<file path="config.mk">
export PLATFORM = sky130hd
export DESIGN_NAME = mpi_ctrl
export DESIGN_NICKNAME = d
export VERILOG_FILES = /design/src/mpi_pkg.sv /design/src/mpi_pick_if.sv /design/src/mpi_ctrl.sv /design/src/mpi_pick.sv
export SDC_FILE = /design/constraint.sdc
export NUM_CORES = 1
export LEC_CHECK = 0
export BUFFER_PORTS_ARGS = -buffer_cell sky130_fd_sc_hd__clkbuf_2
export CAP_MARGIN = 5
export CORE_MARGIN = 2
export CORE_UTILIZATION = 46
export CTS_CLUSTER_SIZE = 16
export DETAILED_ROUTE_END_ITERATION = 8
export PLACE_DENSITY = 0.84
export SLEW_MARGIN = 30
export SYNTH_ARGS = -nofsm -noshare
export SYNTH_HDL_FRONTEND = slang
export SYNTH_SLANG_ARGS = --single-unit
</file>
<file path="constraint.sdc">
create_clock -name clk -period 2.3 [get_ports clk]
set_input_delay 0.345 -clock clk [delete_from_list [all_inputs] [get_ports clk]]
set_output_delay 0.345 -clock clk [all_outputs]
set_load 0.02 [all_outputs]
</file>
<file path="src/mpi_pkg.sv">
// Purpose: Shared constants for the masked priority interrupt logic.
// Assumes: Sixteen request lines and sixteen-bit addresses.
// Notes: Trap slots are four words apart starting at the trap base.
`default_nettype none
package mpi_pkg;
  localparam int          NUM_LINES  = 16;
  localparam int          IDX_W      = 4;
  localparam int          ADDR_W     = 16;
  localparam int          DELTA_W    = 8;
  localparam int          OVF_BIT    = 15;
  localparam int          SLOT_SHIFT = 2;
  localparam logic [15:0] TRAP_BASE  = 16'h0100;
  localparam logic [15:0] MASK_RST   = 16'h0000;
  localparam logic [15:0] ADDR_RST   = 16'h0000;
  localparam logic [3:0]  IDX_RST    = 4'h0;
  localparam logic [7:0]  DELTA_RST  = 8'h00;
  typedef enum logic [1:0] {ST_RUN, ST_EXIT_WAIT} mpi_state_t;
endpackage
`default_nettype wire

</file>
<file path="src/mpi_pick_if.sv">
// Purpose: Carries pending requests to the picker and the winner back.
// Assumes: One request bit per line.
// Notes: Purely combinational signals.
`default_nettype none
interface mpi_pick_if;
  logic [15:0] req;
  logic        any;
  logic [3:0]  idx;
  modport picker (input req, output any, output idx);
  modport user   (output req, input any, input idx);
endinterface
`default_nettype wire

</file>
<file path="src/mpi_ctrl.sv">
// Purpose: Mask-driven interrupt recognition, trap entry and exit sequencing.
// Assumes: The core supplies the return address and memory read answers.
// Notes: Requests are asynchronous pins and pass a two-flop synchroniser.
`default_nettype none
// Notes on behaviour
// - Priority comes from software masks, then from line number.
// - Sixteen lines give sixteen priority levels.
// - Mask writes take effect from the next clock cycle.
// - Equal pending requests: lowest line wins.
// - Line zero outranks all others.
// - Mask bit n enables line n.
// - Trap stores return address, disables, jumps.
// - Taking an interrupt disables recognition.
// - Exit reads return, re-enables, resumes.
module mpi_ctrl (
  // Clock and reset
  input  wire logic        clk,
  input  wire logic        rst_n,
  // Request pins
  input  wire logic [15:0] irq_req,
  // Core controls
  input  wire logic        mask_wr,
  input  wire logic [15:0] mask_wdata,
  input  wire logic        int_enable,
  input  wire logic        int_inhibit,
  input  wire logic        mode_65k,
  input  wire logic        overflow_in,
  input  wire logic [15:0] ret_addr,
  // Exit request
  input  wire logic        exit_req,
  input  wire logic [7:0]  exit_delta,
  input  wire logic        rd_valid,
  input  wire logic [15:0] rd_data,
  // Trap entry outputs
  output logic             take_pulse,
  output logic [3:0]       take_state,
  output logic [15:0]      save_addr,
  output logic [15:0]      save_data,
  output logic [15:0]      jump_addr,
  output logic             ovf_clear,
  // Exit outputs
  output logic             rd_req,
  output logic [15:0]      rd_addr,
  output logic             resume_pulse,
  output logic [15:0]      resume_addr,
  output logic             ovf_load,
  output logic             ovf_value,
  // Status
  output logic             int_enabled,
  output logic [15:0]      mask_value
);
  logic [15:0]         irq_meta_reg;
  logic [15:0]         irq_sync_reg;
  logic [15:0]         mask_reg;
  logic                int_en_reg;
  mpi_pkg::mpi_state_t st_reg;
  mpi_pkg::mpi_state_t st_next;
  logic                take_reg;
  logic [3:0]          state_reg;
  logic [15:0]         save_addr_reg;
  logic [15:0]         save_data_reg;
  logic [15:0]         jump_addr_reg;
  logic                ovf_clr_reg;
  logic                rd_req_reg;
  logic [15:0]         rd_addr_reg;
  logic                resume_reg;
  logic [15:0]         resume_addr_reg;
  logic                ovf_load_reg;
  logic                ovf_val_reg;
  logic [15:0]         pending_w;
  logic                take_w;
  logic                exit_go_w;
  logic                exit_done_w;
  logic [15:0]         slot_w;
  logic [15:0]         save_w;
  logic [15:0]         exit_addr_w;
  logic                int_en_next;
  logic [15:0]         lower_w;

  mpi_pick_if pick ();

  mpi_pick mpi_pick_inst (
    .pk (pick.picker)
  );

  // A request is considered only when its own mask bit is set.
  assign pending_w = irq_sync_reg & mask_reg;
  assign pick.req  = pending_w;
  assign take_w    = (st_reg == mpi_pkg::ST_RUN) && int_en_reg && pick.any;
  assign exit_go_w = (st_reg == mpi_pkg::ST_RUN) && exit_req && !take_w;
  assign exit_done_w = (st_reg == mpi_pkg::ST_EXIT_WAIT) && rd_valid;
  assign slot_w = mpi_pkg::TRAP_BASE + 16'({pick.idx, 2'b00});
  // In 32K mode the top bit of the saved word carries the overflow state.
  assign save_w = mode_65k ? ret_addr
                           : {overflow_in, ret_addr[mpi_pkg::OVF_BIT-1:0]};
  assign exit_addr_w = mpi_pkg::TRAP_BASE + 16'(exit_delta);
  assign lower_w = ~(16'hFFFF << state_reg);

  // Trap entry clears the enable in the same edge; exit completion sets it.
  assign int_en_next = take_w      ? 1'b0 :
                       exit_done_w ? 1'b1 :
                       int_inhibit ? 1'b0 :
                       int_enable  ? 1'b1 : int_en_reg;

  always_comb begin
    st_next = st_reg;
    case (st_reg)
      mpi_pkg::ST_RUN: begin
        if (exit_go_w) begin
          st_next = mpi_pkg::ST_EXIT_WAIT;
        end
      end
      mpi_pkg::ST_EXIT_WAIT: begin
        if (rd_valid) begin
          st_next = mpi_pkg::ST_RUN;
        end
      end
      default: begin
        st_next = mpi_pkg::ST_RUN;
      end
    endcase
  end

  always_ff @(posedge clk) begin
    if (!rst_n) begin
      irq_meta_reg <= mpi_pkg::MASK_RST;
      irq_sync_reg <= mpi_pkg::MASK_RST;
    end else begin
      irq_meta_reg <= irq_req;
      irq_sync_reg <= irq_meta_reg;
    end
  end

  // Software may rewrite the mask at any time, even inside a handler.
  always_ff @(posedge clk) begin
    if (!rst_n) begin
      mask_reg <= mpi_pkg::MASK_RST;
    end else if (mask_wr) begin
      mask_reg <= mask_wdata;
    end
  end

  always_ff @(posedge clk) begin
    if (!rst_n) begin
      int_en_reg <= 1'b0;
      st_reg     <= mpi_pkg::ST_RUN;
    end else begin
      int_en_reg <= int_en_next;
      st_reg     <= st_next;
    end
  end

  always_ff @(posedge clk) begin
    if (!rst_n) begin
      take_reg      <= 1'b0;
      state_reg     <= mpi_pkg::IDX_RST;
      save_addr_reg <= mpi_pkg::ADDR_RST;
      save_data_reg <= mpi_pkg::ADDR_RST;
      jump_addr_reg <= mpi_pkg::ADDR_RST;
      ovf_clr_reg   <= 1'b0;
    end else begin
      take_reg    <= take_w;
      ovf_clr_reg <= take_w && !mode_65k;
      if (take_w) begin
        state_reg     <= pick.idx;
        save_addr_reg <= slot_w;
        save_data_reg <= save_w;
        jump_addr_reg <= slot_w + 16'h0001;
      end
    end
  end

  always_ff @(posedge clk) begin
    if (!rst_n) begin
      rd_req_reg      <= 1'b0;
      rd_addr_reg     <= mpi_pkg::ADDR_RST;
      resume_reg      <= 1'b0;
      resume_addr_reg <= mpi_pkg::ADDR_RST;
      ovf_load_reg    <= 1'b0;
      ovf_val_reg     <= 1'b0;
    end else begin
      rd_req_reg   <= exit_go_w;
      resume_reg   <= exit_done_w;
      ovf_load_reg <= exit_done_w && !mode_65k;
      if (exit_go_w) begin
        rd_addr_reg <= exit_addr_w;
      end
      if (exit_done_w) begin
        // A 65K return address uses all sixteen bits, so overflow is left alone.
        resume_addr_reg <= mode_65k ? rd_data
                                    : {1'b0, rd_data[mpi_pkg::OVF_BIT-1:0]};
        ovf_val_reg     <= rd_data[mpi_pkg::OVF_BIT];
      end
    end
  end

  assign take_pulse   = take_reg;
  assign take_state   = state_reg;
  assign save_addr    = save_addr_reg;
  assign save_data    = save_data_reg;
  assign jump_addr    = jump_addr_reg;
  assign ovf_clear    = ovf_clr_reg;
  assign rd_req       = rd_req_reg;
  assign rd_addr      = rd_addr_reg;
  assign resume_pulse = resume_reg;
  assign resume_addr  = resume_addr_reg;
  assign ovf_load     = ovf_load_reg;
  assign ovf_value    = ovf_val_reg;
  assign int_enabled  = int_en_reg;
  assign mask_value   = mask_reg;

  a_take_masked: assert property (@(posedge clk) disable iff (!rst_n)
    take_reg |-> ((($past(pending_w) >> state_reg) & 16'h0001) == 16'h0001))
    else $error("Taken line was not enabled by the mask.");

  a_take_lowest: assert property (@(posedge clk) disable iff (!rst_n)
    take_reg |-> (($past(pending_w) & lower_w) == 16'h0000))
    else $error("A lower pending line was passed over.");

  a_line0_first: assert property (@(posedge clk) disable iff (!rst_n)
    (take_w && pending_w[0]) |=> (take_reg && state_reg == 4'h0))
    else $error("Line zero did not win.");

  a_take_disables: assert property (@(posedge clk) disable iff (!rst_n)
    take_reg |-> !int_en_reg ##1 (!take_reg))
    else $error("Recognition stayed on after a trap.");

  a_save_slot: assert property (@(posedge clk) disable iff (!rst_n)
    take_reg |-> (save_addr_reg == (mpi_pkg::TRAP_BASE + 16'({state_reg, 2'b00}))
                  && jump_addr_reg == save_addr_reg + 16'h0001))
    else $error("Return address slot is wrong.");

  a_mask_update: assert property (@(posedge clk) disable iff (!rst_n)
    mask_wr |=> (pending_w == (irq_sync_reg & $past(mask_wdata))))
    else $error("New mask not used for recognition.");

  a_off_no_take: assert property (@(posedge clk) disable iff (!rst_n)
    (!int_en_reg || pending_w == 16'h0000) |=> !take_reg)
    else $error("Trap taken without enabled request.");

  a_exit_read: assert property (@(posedge clk) disable iff (!rst_n)
    exit_go_w |=> (rd_req_reg && rd_addr_reg == mpi_pkg::TRAP_BASE + 16'($past(exit_delta))))
    else $error("Exit read address is wrong.");

  a_exit_resume: assert property (@(posedge clk) disable iff (!rst_n)
    (exit_done_w && mode_65k) |=> (resume_reg && int_en_reg
                                   && resume_addr_reg == $past(rd_data)))
    else $error("Exit did not resume with recognition on.");
endmodule // mpi_ctrl
`default_nettype wire

</file>
<file path="src/mpi_pick.sv">
// Purpose: Picks the lowest-numbered pending request.
// Assumes: Requests are already masked.
// Notes: A ripple chain keeps the tie-break explicit and cheap.
`default_nettype none
module mpi_pick (
  // Request and winner
  mpi_pick_if.picker pk
);
  logic [15:0] below;
  logic [15:0] hit;

  genvar i;
  generate
    for (i = 0; i < 16; i++) begin : g_chain
      if (i == 0) begin : g_first
        assign below[i] = 1'b0;
      end else begin : g_rest
        assign below[i] = below[i-1] | pk.req[i-1];
      end
      assign hit[i] = pk.req[i] & ~below[i];
    end
  endgenerate

  always_comb begin
    pk.idx = 4'h0;
    for (int k = 0; k < 16; k++) begin
      if (hit[k]) begin
        pk.idx = pk.idx | 4'(k);
      end
    end
  end

  assign pk.any = |pk.req;
endmodule // mpi_pick
`default_nettype wire

</file>
After elaboration in Yosys (flattened, before gate mapping)

Index checks and enable logic that the tools add are counted.

Logic and storage cells: 106
Memories: 0
Register bits: 141
Output and inout port bits: 107
Memory bits (writable): 0
ROM bits: 0
Bits in latches: 0
Input bits: 81

Mux-type cells: 23
Shift operators: 0
Reduce and logical (&&, ||, !) cells: 14
Multipliers: 0
$lt $le $gt $ge: 0
Add/subtract/negate cells: 3
Equal/unequal tests: 3
Divide/modulo/power cells: 0
Bitwise logic cells: 46

Operators by type and width:

| cell                                                                   | count |
|---|---|
| 16-bit two-way mux                                                     | 2 |
| 4-bit two-way mux                                                      | 8 |
| 16-bit AND                                                             | 1 |
| 1-bit inverter                                                         | 16 |
| 16-bit OR reduction                                                    | 1 |
| 1-bit AND                                                              | 15 |
| 1-bit bitwise OR                                                       | 14 |
| 3-bit two-way mux                                                      | 4 |
| 10-bit by 1-bit adder with 11-bit output (second input constant)       | 1 |
| 9-bit by 6-bit adder with 10-bit output (first input constant)         | 1 |
| 9-bit by 8-bit adder with 10-bit output (first input constant)         | 1 |
| 2-bit two-way mux                                                      | 4 |
| 1-bit logical AND                                                      | 7 |
| 1-bit two-way mux                                                      | 4 |
| 2-bit != test (second input constant)                                  | 2 |
| 2-bit case mux with 2 select lines                                     | 1 |
| 3-bit nonzero test                                                     | 1 |
| 2-bit by 1-bit equality test with 1-bit output (second input constant) | 1 |
| 1-bit zero test                                                        | 2 |
| 2-bit zero test                                                        | 1 |
| 2-bit AND reduction                                                    | 1 |
| 2-bit OR reduction                                                     | 1 |

Longest topological paths before layout

Depth in word-level cells: 20
Mapped depth: 6
Mapped depth without buffers: 5

Modules after synthesis

A second synthesis with hierarchy kept.

Cell total of the unflattened synthesis: 386
Area total of the unflattened synthesis: 3933.8 um^2

Modules (own cells, without submodules):

| module   | sequential area each (um^2) | cells each | times used | area each (um^2) |
|---|---|---|---|---|
| mpi_ctrl | 2042.0                      | 353        | 1          | 3709.8 |
| mpi_pick | 0.0                         | 33         | 1          | 224.0 |

Worst setup path after synthesis

No wires, ideal clock.

Kind: register to register
From: reg mask_reg[3] (netlist: mask_value[3])
To: reg save_data_reg[10] (netlist: save_data[10])
Clock period less this slack: 1.772 ns
Stages on the path, launching flop included: 7
Required time: 2.183 ns
Buffers on the path: 1
Arrival time: 1.655 ns
Setup slack: 0.528 ns
Setup time: 0.117 ns
Cells stage by stage: dfxtp_1 > a22o_1 > nor4_4 > a311oi_2 > and2_4 > buf_6 > a22o_1

Longest elaborated chain between the ends: 3

RTL lines:

| what                   | RTL line        | RTL |
|---|---|---|
| start, declared        | mpi_ctrl.sv:54  | `logic [15:0] mask_reg;` |
| start signal, assigned | mpi_ctrl.sv:137 | `mask_reg <= mpi_pkg::MASK_RST;` |
| start signal, assigned | mpi_ctrl.sv:139 | `mask_reg <= mask_wdata;` |
| 16-bit AND             | mpi_ctrl.sv:87  | `assign pending_w = irq_sync_reg & mask_reg;` |
| 16-bit OR reduction    | mpi_pick.sv:33  | `assign pk.any = \|pk.req;` |
| 1-bit logical AND      | mpi_ctrl.sv:89  | `assign take_w = (st_reg == mpi_pkg::ST_RUN) && int_en_reg && pick.any;` |
| end signal, assigned   | mpi_ctrl.sv:158 | `save_data_reg <= mpi_pkg::ADDR_RST;` |
| end signal, assigned   | mpi_ctrl.sv:167 | `save_data_reg <= save_w;` |
| end, declared          | mpi_ctrl.sv:61  | `logic [15:0] save_data_reg;` |

No other way between the ends.
A chain may end at the register's enable or synchronous reset.

Worst setup path after layout

From: reg mask_reg[0] (netlist: mask_value[0])
To: reg save_data_reg[13] (netlist: save_data[13])

The elaborated chain is that of the path after synthesis.

==> results.md <==
- Status: completed
- Hold_buf cts: 0
- Final Setup Violations: 0
- FF+latch count, synth: about 100
- Fmax: roughly 0.56 GHz
- Max-Cap Viols: 0
- Layout cell share with drive strength beyond 1: 0.347
- Critical Path Sink Type: register
- Antenna Nets Post-Route: 0
- Total power: ~3.5 mW
- Fin cells: between 600 and 700
- Area Growth Syn to Fin: 22.8%
- Cells after Synth: approximately 380
- Ant diodes: 0
- Accumulated negative setup slack: 0 ns
- Core Box Area: 8180 µm²
- DR DRC count: 0
- GRT overflow: 0
- Final instance area: between 4000 and 5000 µm²
- Via-to-Cell Ratio: 4.71
- Placed cell area: around 4500 µm²
- Post_cts resized: 0
- Count of cell types in the netlist: 30
- Vias in the first global route: roughly 2.6k
- Worst Skew: approximately 0.013 ns
- Core Util, Final: 0.580
- Root buffer cell: clkbuf_8
- Via count: roughly 3.0k
- Fin crit period: 1.77 ns
- Nets@finish: about 600
- Final wirelength: approximately 8.1 mm
- Initial Util: 0.473
- Die Width: approximately 96 µm
- Most used cell, CP: a22o_1
- WP buf/inv: 1
- CP arrival: 2.08 ns
- CTS tree: built
- Max Slew Vio Count: 0
- Slowest cell delay on critical path: about 0.37 ns
- Final worst path period share: 0.771
- IO Count: about 190
- Critical path's slowest cell: dfxtp_1
- Hold crit path type: input port to register
- Setup ws final: ~0.53 ns
- Worst-Skew Late Latency: between 0.3 and 0.4 ns
- Avg Cell Area, Syn: approximately 10 µm²
- Die area: about 9000 µm²
- Router iterations before antenna repair: 4
- Delay-heaviest family, CP: compound AO/OA/AOI/OAI gates
- Synth warn: 0
- Hold depth: 2
- Die height: 95.7 µm
- Critical Path Stages: 6
- CP cell instances: a22o_1, nor4_4, a311oi_2, nor2b_1, buf_4, a22o_1
- Reg2reg path depth: 6
- Final Hold Vio Count: 0
- CTS sink cnt: about 100
- Dpl ws: 0.539 ns
- Largest net degree at the start of global routing: between 50 and 60
- Post-DR wirelength/cell: ~13 µm
- RSZ-0062 raised after global routing: false
- Maximum resistive drop on vdd: ~0.35 mV
- H-tree Lvls: 3
- Placed wire-length estimate: between 6 and 7 mm
- Num rows: 33
- Port Buffer Count: about 160
- First-pass GRT wire length: roughly 12 mm
- Placed instance count: between 600 and 700
- Gr usage total: 0.176
- CP Max Fanout: 21
- Crit path required time: between 2 and 3 ns
- Initial antenna violation count: 0
- Power density over the cells: around 730 nW/µm²
- Gp weighted congestion: 0.776
- DR iter-0 viols: 54
- Clock slew at reported path FFs: 0.10 ns
- Hold slack: approximately 0.19 ns
- Synthesized area: 3860 µm²
- Slew headroom: 0.594
- Leak Pwr: about 2.3 nW
- Number of setup buffers added after CTS: 0
- Worst-Margin Slew: ~0.6 ns
- CP Launch Type: register
- Longest Clk Path Bufs: 2
- Seq/Total Area, Yosys: 0.528
- Number of buffers created by CTS: 9
- Crit path kind: register to register
cell usage after synthesis:
cell	number	area, µm²
dfxtp_1	102	2040
nand2_1	60	225
buf_4	40	300
and2_1	36	225
a22o_1	26	228
mux2i_1	24	240
nor2b_1	19	119
a21boi_0	18	135
clkbuf_1	12	45.0
a32o_1	6	60.1
nor2_1	5	18.8
a21oi_1	3	15.0
a22oi_1	3	22.5
o21ai_0	3	15.0
a32oi_1	2	17.5
buf_2	2	10.0
buf_6	2	22.5
nand3_1	2	10.0
o21a_1	2	15.0
a311oi_2	1	15.0
and2_4	1	8.76
and3_1	1	6.26
buf_1	1	3.75
conb_1	1	3.75
inv_1	1	3.75
mux2_2	1	11.3
nand2b_1	1	6.26
nor4_4	1	21.3
o211a_1	1	10.0
o21bai_1	1	7.51
placed cells by master, fill, tap and decap left out, drive strengths merged:
cell type  count
and3           1
clkinv         3
nand3          2
mux2i         24
a21oi          3
o21ai          3
inv            4
nand2b         1
a32oi          2
and2          37
clkbuf       168
o21a           2
a21boi        18
mux2           1
o211a          1
nand2         60
a32o           6
dfxtp        102
conb          28
nor4           1
bufinv         1
a311oi         1
a22o          26
o21bai         1
buf            4
nor2           5
a22oi          3
nor2b         19
worst reg2reg max path: cells and delay by family, from the launching register on:
kind | cells | cell delay (ns)
AO/OA/AOI/OAI | 3 | 0.62
AND/OR/NAND/NOR | 2 | 0.49
flip-flops | 1 | 0.37
buffers and inverters | 1 | 0.26
path summary, 6_finish.rpt:
check	from	endpoint	slack, ns
max	mask_value[0]	save_data[13]	0.53
min	irq_req[4]	irq_meta_reg[4]	0.19
max reg2reg	mask_value[0]	save_data[13]	0.53
min reg2reg	irq_meta_reg[12]	irq_sync_reg[12]	0.43
per-layer routing:
metal  vias up  GRT usage  routed length [µm]
li1       1492          -                   -
met4         0     0.0988                 225
met3        18     0.0538                 642
met2       113      0.262                3790
met5         -          0                   0
met1      1354      0.225                3490
layout make-up:
class / instances / area (µm²)
Timing Repair Buffer: 163 / 826
Tap cell: 105 / 131
Multi-Input combinational cell: 245 / 1540
Fill cell: 735 / 3430
Clock inverter: 7 / 78.8
Inverter: 1 / 3.75
Clock buffer: 9 / 124
Sequential cell: 102 / 2040
report_power, final:
part | internal, mW | switching, mW | leakage, nW
combinational | 0.174 | 0.255 | 1.34
clock | 0.517 | 0.627 | 0.105
sequential | 1.85 | 0.0513 | 0.836
cells by family (layout without fill, tap and decap cells):
family | after synthesis | count (layout) | share of synthesized area
compound gates | 66 | 66 | 0.140
buf+inv | 58 | 180 | 0.0997
flops | 102 | 102 | 0.528
mux | 25 | 25 | 0.0651
other cells | 1 | 28 | 0.000971
simple gates | 126 | 126 | 0.166
No activity file was read; power rests on OpenSTA's default activity.
